### src/include/plmo_regs.vh
/*
 * Register map, field layout, codes and reset values of the port link-mode
 * override bank for ports 3 and 4.
 * Assumes inclusion by bare name from the design files; definitions only.
 */
`ifndef PLMO_REGS_VH
`define PLMO_REGS_VH

// ----------------------------------------------------------------------
// Register indices; byte address is four times the index
// ----------------------------------------------------------------------
`define PLMO_IDX_W        16
`define PLMO_ADDR_W       18
`define PLMO_IDX_P4       16'hf411
`define PLMO_IDX_P3       16'hf412
`define PLMO_IDX_MGMT     16'hf440
`define PLMO_IDX_STAT3    16'hf450
`define PLMO_IDX_STAT4    16'hf451

// ----------------------------------------------------------------------
// Reset values and write masks
// ----------------------------------------------------------------------
`define PLMO_RST_P3       16'h1803
`define PLMO_RST_P4       16'h1804
`define PLMO_RST_MGMT     16'h0001
`define PLMO_WMASK_P3     16'hffff
`define PLMO_WMASK_P4     16'h7fff
`define PLMO_WMASK_MGMT   16'h0001

// ----------------------------------------------------------------------
// Field positions
// ----------------------------------------------------------------------
`define PLMO_SRC_BIT      15
`define PLMO_LNK_HI       14
`define PLMO_LNK_LO       13
`define PLMO_SPD_HI       12
`define PLMO_SPD_LO       11
`define PLMO_DUP_HI       10
`define PLMO_DUP_LO       9
`define PLMO_TXFC_HI      8
`define PLMO_TXFC_LO      7
`define PLMO_RXFC_HI      6
`define PLMO_RXFC_LO      5
`define PLMO_ADDR_HI      4
`define PLMO_ADDR_LO      0
`define PLMO_AUTOPOLL_BIT 0

// ----------------------------------------------------------------------
// Field codes
// ----------------------------------------------------------------------
`define PLMO_LNK_AUTO     2'h0
`define PLMO_LNK_UP       2'h1
`define PLMO_LNK_DOWN     2'h2
`define PLMO_SPD_10M      2'h0
`define PLMO_SPD_100M     2'h1
`define PLMO_SPD_1G       2'h2
`define PLMO_SPD_AUTO     2'h3
`define PLMO_DUP_AUTO     2'h0
`define PLMO_DUP_FULL     2'h1
`define PLMO_DUP_HALF     2'h3
`define PLMO_FC_AUTO      2'h0
`define PLMO_FC_INGRESS   2'h1
`define PLMO_FC_EGRESS    2'h3
// Resolved flow control: bit 1 egress enable, bit 0 ingress enable
`define PLMO_FCR_INGRESS  2'h1
`define PLMO_FCR_EGRESS   2'h2
`define PLMO_FCR_NONE     2'h0

`endif

### src/verilog/plmo_port_resolve.v
/*
 * Per-port resolver: turns one override register and one automatic source
 * into the registered link settings handed to the MAC.
 * Assumes the automatic source is already in the ref_clk domain.
 */
`timescale 1ns/1ps
`default_nettype none
`include "plmo_regs.vh"

module plmo_port_resolve (
  input  wire        ref_clk,     // System clock
  input  wire        rst_n,       // Asynchronous reset, active low
  input  wire [14:0] ctl,         // Override register bits 14:0
  input  wire        auto_hold,   // Automatic source frozen
  input  wire        a_link,      // Automatic link up
  input  wire [1:0]  a_speed,     // Automatic speed code
  input  wire        a_duplex,    // Automatic full duplex
  input  wire [1:0]  a_txfc,      // Automatic tx pause {egress, ingress}
  input  wire [1:0]  a_rxfc,      // Automatic rx pause {egress, ingress}
  output reg         link_q,      // Resolved link up
  output reg  [1:0]  speed_q,     // Resolved speed code
  output reg         duplex_q,    // Resolved full duplex
  output reg  [1:0]  txfc_q,      // Resolved tx pause {egress, ingress}
  output reg  [1:0]  rxfc_q       // Resolved rx pause {egress, ingress}
);

  // ----------------------------------------------------------------------
  // Flow-control decode, shared by both pause fields
  // ----------------------------------------------------------------------
  function [1:0] fc_next;
    input [1:0] code;
    input [1:0] auto_val;
    input [1:0] cur;
    input       hold;
    begin
      case (code)
        `PLMO_FC_AUTO:    fc_next = hold ? cur : auto_val;
        `PLMO_FC_INGRESS: fc_next = `PLMO_FCR_INGRESS;
        `PLMO_FC_EGRESS:  fc_next = `PLMO_FCR_EGRESS;
        // Reserved code keeps the last mode rather than inventing one
        default:          fc_next = cur;
      endcase
    end
  endfunction

  wire [1:0] lnk_code = ctl[`PLMO_LNK_HI:`PLMO_LNK_LO];
  wire [1:0] spd_code = ctl[`PLMO_SPD_HI:`PLMO_SPD_LO];
  wire [1:0] dup_code = ctl[`PLMO_DUP_HI:`PLMO_DUP_LO];
  wire [1:0] tx_code  = ctl[`PLMO_TXFC_HI:`PLMO_TXFC_LO];
  wire [1:0] rx_code  = ctl[`PLMO_RXFC_HI:`PLMO_RXFC_LO];

  // ----------------------------------------------------------------------
  // Resolution
  // ----------------------------------------------------------------------
  always @(posedge ref_clk or negedge rst_n) begin
    if (!rst_n) begin
      link_q   <= 1'b0;
      speed_q  <= `PLMO_SPD_10M;
      duplex_q <= 1'b0;
      txfc_q   <= `PLMO_FCR_NONE;
      rxfc_q   <= `PLMO_FCR_NONE;
    end else begin
      // link force codes
      case (lnk_code)
        `PLMO_LNK_AUTO: link_q <= auto_hold ? link_q : a_link;
        `PLMO_LNK_UP:   link_q <= 1'b1;
        `PLMO_LNK_DOWN: link_q <= 1'b0;
        default:        link_q <= link_q;
      endcase
      // speed codes
      if (spd_code == `PLMO_SPD_AUTO) begin
        speed_q <= auto_hold ? speed_q : a_speed;
      end else begin
        speed_q <= spd_code;
      end
      // duplex codes
      // reserved holds mode
      case (dup_code)
        `PLMO_DUP_AUTO: duplex_q <= auto_hold ? duplex_q : a_duplex;
        `PLMO_DUP_FULL: duplex_q <= 1'b1;
        `PLMO_DUP_HALF: duplex_q <= 1'b0;
        default:        duplex_q <= duplex_q;
      endcase
      // tx pause decode
      txfc_q <= fc_next(tx_code, a_txfc, txfc_q, auto_hold);
      // rx pause decode
      rxfc_q <= fc_next(rx_code, a_rxfc, rxfc_q, auto_hold);
    end
  end

endmodule // plmo_port_resolve

`default_nettype wire

### src/verilog/plmo_link_override.v
/*
 * Link-mode override registers for switch ports 3 and 4, their Avalon-MM
 * slave, and the resolved link settings fed to the two MACs.
 * Assumes polling results arrive on ref_clk; internal PHY and SGMII status
 * come from other clock domains and are synchronised here.
 */
// Functional notes
// Autopoll off: polled values no longer used
// Port 3 bit 15 picks auto source
// Port 3 auto fields follow chosen source
// Link field: auto, up, down, reserved
// Software never writes link code 11
// Speed field: 10M, 100M, 1G, auto
// Duplex field: auto, full, reserved, half
// Tx pause field: auto, ingress, reserved, egress
// Rx pause field uses same encoding
// Bits 4:0 hold PHY management address
// Port 4 auto fields follow SGMII
// Port 4 speed 10 means 1G or more
// Reserved codes keep previous resolved setting
`timescale 1ns/1ps
`default_nettype none
`include "plmo_regs.vh"

module plmo_link_override (
  input  wire        ref_clk,         // System clock, 100 MHz
  input  wire        rst_n,           // Asynchronous reset, active low
  // Avalon-MM slave
  input  wire [17:0] avs_address,     // Byte address
  input  wire        avs_read,        // Read request
  input  wire        avs_write,       // Write request
  input  wire [31:0] avs_writedata,   // Write data
  input  wire [3:0]  avs_byteenable,  // Byte lanes
  output reg  [31:0] avs_readdata,    // Read data
  output reg         avs_waitrequest, // Stall, low when answering
  // Port 3 autopolling results, ref_clk domain
  input  wire        poll_link,       // Polled link up
  input  wire [1:0]  poll_speed,      // Polled speed code
  input  wire        poll_duplex,     // Polled full duplex
  input  wire [1:0]  poll_txfc,       // Polled tx pause {egress, ingress}
  input  wire [1:0]  poll_rxfc,       // Polled rx pause {egress, ingress}
  // Port 3 internal PHY link outputs, foreign domain
  input  wire        iphy_link,       // Internal PHY link up
  input  wire [1:0]  iphy_speed,      // Internal PHY speed code
  input  wire        iphy_duplex,     // Internal PHY full duplex
  input  wire [1:0]  iphy_txfc,       // Internal PHY tx pause
  input  wire [1:0]  iphy_rxfc,       // Internal PHY rx pause
  // Port 4 SGMII link status, foreign domain
  input  wire        sgmii_link,      // SGMII link up
  input  wire [1:0]  sgmii_speed,     // SGMII speed code
  input  wire        sgmii_duplex,    // SGMII full duplex
  input  wire [1:0]  sgmii_txfc,      // SGMII tx pause
  input  wire [1:0]  sgmii_rxfc,      // SGMII rx pause
  // Resolved port 3 settings
  output wire        p3_link,         // Link up
  output wire [1:0]  p3_speed,        // Speed code
  output wire        p3_duplex,       // Full duplex
  output wire [1:0]  p3_txfc,         // Tx pause {egress, ingress}
  output wire [1:0]  p3_rxfc,         // Rx pause {egress, ingress}
  output reg  [4:0]  p3_phy_addr,     // PHY management address
  // Resolved port 4 settings
  output wire        p4_link,         // Link up
  output wire [1:0]  p4_speed,        // Speed code, 2 is 1G or above
  output wire        p4_duplex,       // Full duplex
  output wire [1:0]  p4_txfc,         // Tx pause {egress, ingress}
  output wire [1:0]  p4_rxfc,         // Rx pause {egress, ingress}
  output reg  [4:0]  p4_phy_addr      // PHY management address
);

  localparam SYNC_W = 14;

  // ----------------------------------------------------------------------
  // Address decode
  // ----------------------------------------------------------------------
  function hit;
    input [17:0]  addr;
    input [15:0]  idx;
    begin
      hit = (addr == {idx, 2'b00});
    end
  endfunction

  // Byte-lane merge of a 16-bit register, honouring a write mask
  function [15:0] merge;
    input [15:0] cur;
    input [15:0] wdat;
    input [1:0]  be;
    input [15:0] mask;
    reg   [15:0] lanes;
    begin
      lanes = {{8{be[1]}}, {8{be[0]}}} & mask;
      merge = (cur & ~lanes) | (wdat & lanes);
    end
  endfunction

  // Status word layout shared by both read-only status registers
  function [15:0] stat_word;
    input       link;
    input [1:0] speed;
    input       duplex;
    input [1:0] txfc;
    input [1:0] rxfc;
    begin
      stat_word = {8'h00, rxfc, txfc, duplex, speed, link};
    end
  endfunction

  // ----------------------------------------------------------------------
  // Synchronisers for foreign-domain status
  // ----------------------------------------------------------------------
  wire [SYNC_W-1:0] async_in;
  reg  [SYNC_W-1:0] meta_q;
  reg  [SYNC_W-1:0] sync_q;

  assign async_in = {sgmii_txfc, sgmii_duplex, sgmii_speed, sgmii_link,
                     iphy_rxfc, iphy_txfc, iphy_duplex, iphy_speed,
                     iphy_link};

  genvar gi;
  generate
    for (gi = 0; gi < SYNC_W; gi = gi + 1) begin : g_sync
      // Per-bit two-flop; a multi-bit change may settle over two cycles
      always @(posedge ref_clk or negedge rst_n) begin
        if (!rst_n) begin
          meta_q[gi] <= 1'b0;
          sync_q[gi] <= 1'b0;
        end else begin
          meta_q[gi] <= async_in[gi];
          sync_q[gi] <= meta_q[gi];
        end
      end
    end
  endgenerate

  // ----------------------------------------------------------------------
  // Synchronised status; SGMII rx pause has its own two lanes
  // ----------------------------------------------------------------------
  reg        rx_meta_hi_q;
  reg        rx_meta_lo_q;
  reg        async_rx_hi_q;
  reg        async_rx_lo_q;

  wire       s_iphy_link   = sync_q[0];
  wire [1:0] s_iphy_speed  = sync_q[2:1];
  wire       s_iphy_duplex = sync_q[3];
  wire [1:0] s_iphy_txfc   = sync_q[5:4];
  wire [1:0] s_iphy_rxfc   = sync_q[7:6];
  wire       s_sg_link     = sync_q[8];
  wire [1:0] s_sg_speed    = sync_q[10:9];
  wire       s_sg_duplex   = sync_q[11];
  wire [1:0] s_sg_txfc     = sync_q[13:12];
  wire [1:0] s_sg_rxfc     = {async_rx_hi_q, async_rx_lo_q};

  always @(posedge ref_clk or negedge rst_n) begin
    if (!rst_n) begin
      rx_meta_hi_q  <= 1'b0;
      rx_meta_lo_q  <= 1'b0;
      async_rx_hi_q <= 1'b0;
      async_rx_lo_q <= 1'b0;
    end else begin
      rx_meta_hi_q  <= sgmii_rxfc[1];
      rx_meta_lo_q  <= sgmii_rxfc[0];
      async_rx_hi_q <= rx_meta_hi_q;
      async_rx_lo_q <= rx_meta_lo_q;
    end
  end

  // ----------------------------------------------------------------------
  // Registers
  // ----------------------------------------------------------------------
  reg  [15:0] p3_ctl_q;
  reg  [15:0] p4_ctl_q;
  reg  [15:0] mgmt_q;
  wire        req = avs_read | avs_write;
  // Write lands only at the edge that sees waitrequest low
  wire        wr_go = avs_write & ~avs_waitrequest;

  always @(posedge ref_clk or negedge rst_n) begin
    if (!rst_n) begin
      p3_ctl_q <= `PLMO_RST_P3;
      p4_ctl_q <= `PLMO_RST_P4;
      mgmt_q   <= `PLMO_RST_MGMT;
    end else if (wr_go) begin
      // address and fields written
      if (hit(avs_address, `PLMO_IDX_P3)) begin
        p3_ctl_q <= merge(p3_ctl_q, avs_writedata[15:0], avs_byteenable[1:0],
                          `PLMO_WMASK_P3);
      end
      // Bit 15 of port 4 is reserved and stays zero
      if (hit(avs_address, `PLMO_IDX_P4)) begin
        p4_ctl_q <= merge(p4_ctl_q, avs_writedata[15:0], avs_byteenable[1:0],
                          `PLMO_WMASK_P4);
      end
      if (hit(avs_address, `PLMO_IDX_MGMT)) begin
        mgmt_q <= merge(mgmt_q, avs_writedata[15:0], avs_byteenable[1:0],
                        `PLMO_WMASK_MGMT);
      end
    end
  end

  // ----------------------------------------------------------------------
  // PHY management addresses
  // ----------------------------------------------------------------------
  // addresses to the outputs
  always @(posedge ref_clk or negedge rst_n) begin
    if (!rst_n) begin
      p3_phy_addr <= 5'h00;
      p4_phy_addr <= 5'h00;
    end else begin
      p3_phy_addr <= p3_ctl_q[`PLMO_ADDR_HI:`PLMO_ADDR_LO];
      p4_phy_addr <= p4_ctl_q[`PLMO_ADDR_HI:`PLMO_ADDR_LO];
    end
  end

  // ----------------------------------------------------------------------
  // Automatic source selection
  // ----------------------------------------------------------------------
  wire       autopoll_en = mgmt_q[`PLMO_AUTOPOLL_BIT];
  // source bit selects
  wire       p3_src_iphy = p3_ctl_q[`PLMO_SRC_BIT];
  // polled values frozen
  wire       p3_hold     = ~p3_src_iphy & ~autopoll_en;
  // auto from chosen source
  wire       a3_link     = p3_src_iphy ? s_iphy_link   : poll_link;
  wire [1:0] a3_speed    = p3_src_iphy ? s_iphy_speed  : poll_speed;
  wire       a3_duplex   = p3_src_iphy ? s_iphy_duplex : poll_duplex;
  wire [1:0] a3_txfc     = p3_src_iphy ? s_iphy_txfc   : poll_txfc;
  wire [1:0] a3_rxfc     = p3_src_iphy ? s_iphy_rxfc   : poll_rxfc;

  // ----------------------------------------------------------------------
  // Per-port resolution
  // ----------------------------------------------------------------------
  plmo_port_resolve u_p3 (
    .ref_clk   (ref_clk),
    .rst_n     (rst_n),
    .ctl       (p3_ctl_q[14:0]),
    .auto_hold (p3_hold),
    .a_link    (a3_link),
    .a_speed   (a3_speed),
    .a_duplex  (a3_duplex),
    .a_txfc    (a3_txfc),
    .a_rxfc    (a3_rxfc),
    .link_q    (p3_link),
    .speed_q   (p3_speed),
    .duplex_q  (p3_duplex),
    .txfc_q    (p3_txfc),
    .rxfc_q    (p3_rxfc)
  );

  // port 4 from SGMII
  // speed 2 is 1G or above
  plmo_port_resolve u_p4 (
    .ref_clk   (ref_clk),
    .rst_n     (rst_n),
    .ctl       (p4_ctl_q[14:0]),
    .auto_hold (1'b0),
    .a_link    (s_sg_link),
    .a_speed   (s_sg_speed),
    .a_duplex  (s_sg_duplex),
    .a_txfc    (s_sg_txfc),
    .a_rxfc    (s_sg_rxfc),
    .link_q    (p4_link),
    .speed_q   (p4_speed),
    .duplex_q  (p4_duplex),
    .txfc_q    (p4_txfc),
    .rxfc_q    (p4_rxfc)
  );

  // ----------------------------------------------------------------------
  // Avalon-MM answer: one wait cycle, then one cycle with waitrequest low
  // ----------------------------------------------------------------------
  reg [15:0] rd_mux;

  always @* begin
    rd_mux = 16'h0000;
    if (hit(avs_address, `PLMO_IDX_P3)) begin
      rd_mux = p3_ctl_q;
    end else if (hit(avs_address, `PLMO_IDX_P4)) begin
      rd_mux = p4_ctl_q;
    end else if (hit(avs_address, `PLMO_IDX_MGMT)) begin
      rd_mux = mgmt_q;
    end else if (hit(avs_address, `PLMO_IDX_STAT3)) begin
      rd_mux = stat_word(p3_link, p3_speed, p3_duplex, p3_txfc, p3_rxfc);
    end else if (hit(avs_address, `PLMO_IDX_STAT4)) begin
      rd_mux = stat_word(p4_link, p4_speed, p4_duplex, p4_txfc, p4_rxfc);
    end
  end

  always @(posedge ref_clk or negedge rst_n) begin
    if (!rst_n) begin
      avs_waitrequest <= 1'b1;
      avs_readdata    <= 32'h00000000;
    end else if (req && avs_waitrequest) begin
      avs_waitrequest <= 1'b0;
      avs_readdata    <= {16'h0000, rd_mux};
    end else begin
      // Re-arm so a following request waits again
      avs_waitrequest <= 1'b1;
    end
  end

endmodule // plmo_link_override

`default_nettype wire

### config.mk
export PLATFORM = sky130hd
export DESIGN_NAME = plmo_link_override
export DESIGN_NICKNAME = d
export VERILOG_FILES = /design/src/verilog/plmo_port_resolve.v /design/src/verilog/plmo_link_override.v
export VERILOG_INCLUDE_DIRS = /design/src /design/src/include
export SDC_FILE = /design/constraint.sdc
export NUM_CORES = 1
export LEC_CHECK = 0
export ABC_AREA = 1
export BUFFER_PORTS_ARGS = -buffer_cell sky130_fd_sc_hd__buf_2
export CAP_MARGIN = 20
export CORE_MARGIN = 1.5
export CORE_UTILIZATION = 40
export DETAILED_ROUTE_END_ITERATION = 6
export SYNTH_ARGS = -nofsm -noshare
export SYNTH_HDL_FRONTEND = slang
export SYNTH_SLANG_ARGS = --single-unit
### constraint.sdc
create_clock -name ref_clk -period 1.7 [get_ports ref_clk]
set_input_delay 0.255 -clock ref_clk [delete_from_list [all_inputs] [get_ports ref_clk]]
set_output_delay 0.255 -clock ref_clk [all_outputs]
set_load 0.01 [all_outputs]
==> impl_metrics.ini <==
[place]
gp_congestion = 0.8464
hpwlAfterDp_um = 7849
placed_cells = 733
port-buffer-count = 106

[power]
finalPower_uw = 4988
static-leakage-power_uw = 0.002958
pwr_density_cell_nw_per_um2 = 876.6
share_comb_of_total_power = 0.064
switching_share = 0.2313
switchingPower_uw = 1154
seq_power_share = 0.525
power.clock.fraction = 0.411
vdd.ir_drop.worst_mv = 0.4568
intPower_uw = 3834

[drt]
final_antenna_net_count = 0
remaining_drc_errors = 0
dr_total_vias = 3487
detail_route.vias_per_cell = 4.643
first_pass_iters = 4
drt_iter0_drc = 208
wl_per_cell_um = 13.75
postRouteWirelength_um = 10320

[floorplan]
ioPinCount = 141
fp.coreArea_um2 = 11370
initial_core_util = 0.4083
die_area_um2 = 12260
dieHeight_um = 110.7
core.rowCount = 39
chipWidth_um = 110.7

[final_layout]
post_layout_nonfiller_instances = 751
final_nets = 689
insertedDiodeCount = 0
signed_area_change_from_the_synthesized_netlist_to_the_final_layout_pct = 22.59
layout-drive-gt1-share = 0.3405

[setup_path]
cp_data_arrival_time_ns = 1.68
r2r-start = avs_waitrequest
start_kind = flop
worst_r2r_path_depth = 6
worstSetupPathType = flop to flop
worst_setup_path_startpoint = avs_waitrequest
r2r_slack_ns = 0.25
required_time_at_the_worst_slack_endpoint_ns = 1.92
endpoint_kind = flop
worst-path-max-fanout = 14

[hold_path]
timing.hold.worst.class = primary input to flop
whs_path_depth = 1
hold_path.startpoint = iphy_speed[0]
whs_endpoint = meta_q[1]

[cts]
clk-insertion-delay-late_ns = 0.34
clk_root_buffer_cell = sky130_fd_sc_hd__clkbuf_16
clk_transition_reported_paths_ns = 0.07
post_cts_buffers = 0
cts_tree = built
cts.path.max_buffers = 2
htree_levels = 3
tritoncts.num_buffers = 9
clock-sinks = 107

[synth]
synth_sequential_area_ratio = 0.5792
netlist_instances = 479
ys.warnings.count = 0
synth_edf_count = 0
number_of_distinct_library_cells_after_synthesis = 37
synth.avg_cell_area_um2 = 9.691
synth_async_sr_flop_share = 1.000
synth_seq_cells = 107
cell_area_synth_um2 = 4642
most_used_flip_flop_cell_after_synthesis = sky130_fd_sc_hd__dfrtp_1

[timing]
post-route-period-util = 0.8544
fin_setup_tns_ns = 0
grt_setup_unrepaired = no
setup_viol = 0
max_freq_mhz = 688.5
drv_slew = 0
finalHoldViolations = 0
worst_clock_skew_ns = 0.005962
post-route-min-period_ns = 1.452

[global_routing]
grt_max_degree = 33
grt_antenna_before_repair = 0
grt_first_pass_wirelength_um = 17430
vias_in_the_first_global_route = 3441
globalRoute.totalOverflow = 0
track_usage = 0.1808

[outcome]
run_status = complete, no violations

[job]
cap_viol_max_count = 0
-- area by class of cell --
type                    instances  area [um2]
fillers                      1080        5679
flip-flops and latches        107        2689
multi-input cells             305        1610
repair buffers                122       695.7
clock buffers                  12       266.5
inverters                      58       217.7
well taps                     143       178.9
clock inverters                 4       32.53
-- power groups by stage --
| stage | logic (uW) | clock network, uW | registers (uW) |
|---|---|---|---|
| finish | 319 | 2050 | 2620 |
| global placement | 316 | 0 | 2660 |
| global route | 361 | 2210 | 2620 |
| detailed placement | 322 | 0 | 2670 |
| CTS | 325 | 2100 | 2620 |
| floorplan | 139 | 0 | 2660 |
-- worst max path at each step --
stage	end	slack (ns)	cells after the start
4_1_cts	flop	0.23	6
3_5_place_dp	flop	0.03	7
5_1_grt	flop	0.07	6
3_3_place_gp	flop	0.05	7
2_1_floorplan	flop	0.37	7
6_report	flop	0.25	6
-- synth_stat cells (3+ instances only) --
cell,instances,area [um2]
sky130_fd_sc_hd__inv_2,6,22.52
sky130_fd_sc_hd__nand2_2,8,50.05
sky130_fd_sc_hd__nand4_1,15,93.84
sky130_fd_sc_hd__ha_1,4,50.05
sky130_fd_sc_hd__o21ai_0,12,60.06
sky130_fd_sc_hd__nand2_1,138,518.0
sky130_fd_sc_hd__clkbuf_1,3,11.26
sky130_fd_sc_hd__nor2_1,30,112.6
sky130_fd_sc_hd__dfstp_2,9,236.5
sky130_fd_sc_hd__dfrtp_1,98,2452
sky130_fd_sc_hd__a21oi_1,7,35.03
sky130_fd_sc_hd__buf_6,4,45.04
sky130_fd_sc_hd__buf_4,16,120.1
sky130_fd_sc_hd__o21ai_2,31,271.5
sky130_fd_sc_hd__inv_1,52,195.2
sky130_fd_sc_hd__o22ai_1,7,43.79
sky130_fd_sc_hd__nand3_1,8,40.04
sky130_fd_sc_hd__nor2_2,5,31.28
-- what timing repair did --
action	CTS	global route
endpoints found under the hold margin	19	1
gates resized for setup	0	0
hold buffers	1	1
-- layer usage --
metal	track usage	up-vias	share of wire
li1	-	1754	-
met5	0	-	0
met2	0.2868	101	0.49
met3	0.02570	6	0.050
met4	0.07778	0	0.0098
met1	0.2496	1626	0.45
-- worst max-delay path, stage by stage (launching register included) --
cell and delay (ns):
sky130_fd_sc_hd__dfstp_2 0.38, sky130_fd_sc_hd__nor2_1 0.18, sky130_fd_sc_hd__inv_2 0.06, sky130_fd_sc_hd__nor2_1 0.21, sky130_fd_sc_hd__nand2_2 0.29, sky130_fd_sc_hd__nand2_1 0.16
sky130_fd_sc_hd__o21ai_2 0.06
-- logic make-up after synthesis --
group	share of synthesized area
adders and majority gates	0.01078
muxes	0.004313
DFF	0.5792
buffers and inverters	0.08598
and+or+nand+nor	0.2173
other	0.0008078
AOI/OAI and AO/OA	0.1016
-- stage by stage --
step                      hold WS [ns]  instance area (um2)  setup WS (ns)    util
after floorplan               -0.04059                 4698         0.3686       -
after global placement          0.2048                 5371        0.05484  0.4724
after detailed placement        0.2065                 5371        0.02529  0.4724
after CTS                     0.001070                 5680         0.2304  0.4996
after global routing          0.001429                 5690        0.06913  0.5005
final                          0.01217                 5690         0.2475  0.5005
-- layout by cell type, fill, tap and decap left out, types with 2 or more instances in the layout --
| cell | instances |
|---|---|
| sky130_fd_sc_hd__o22ai_1 | 7 |
| sky130_fd_sc_hd__clkbuf_16 | 9 |
| sky130_fd_sc_hd__inv_1 | 52 |
| sky130_fd_sc_hd__dfrtp_1 | 98 |
| sky130_fd_sc_hd__clkbuf_8 | 3 |
| sky130_fd_sc_hd__nor2_1 | 30 |
| sky130_fd_sc_hd__a21oi_1 | 7 |
| sky130_fd_sc_hd__buf_2 | 105 |
| sky130_fd_sc_hd__inv_2 | 6 |
| sky130_fd_sc_hd__nand4_1 | 15 |
| sky130_fd_sc_hd__dlygate4sd3_1 | 2 |
| sky130_fd_sc_hd__nand3_2 | 2 |
| sky130_fd_sc_hd__nand2_1 | 138 |
| sky130_fd_sc_hd__ha_1 | 4 |
| sky130_fd_sc_hd__buf_12 | 3 |
| sky130_fd_sc_hd__nand3_1 | 8 |
| sky130_fd_sc_hd__nand2_2 | 8 |
| sky130_fd_sc_hd__nor2_4 | 2 |
| sky130_fd_sc_hd__mux2i_1 | 2 |
| sky130_fd_sc_hd__buf_4 | 12 |
| sky130_fd_sc_hd__o21ai_0 | 12 |
| sky130_fd_sc_hd__conb_1 | 16 |
| sky130_fd_sc_hd__or2_2 | 2 |
| sky130_fd_sc_hd__nor3_1 | 2 |
| sky130_fd_sc_hd__nor4_4 | 2 |
| sky130_fd_sc_hd__o21ai_2 | 31 |
| sky130_fd_sc_hd__a31oi_1 | 2 |
| sky130_fd_sc_hd__dfstp_2 | 9 |
| sky130_fd_sc_hd__nor2_2 | 5 |
Note: power is estimated with default switching activity, not from simulation.
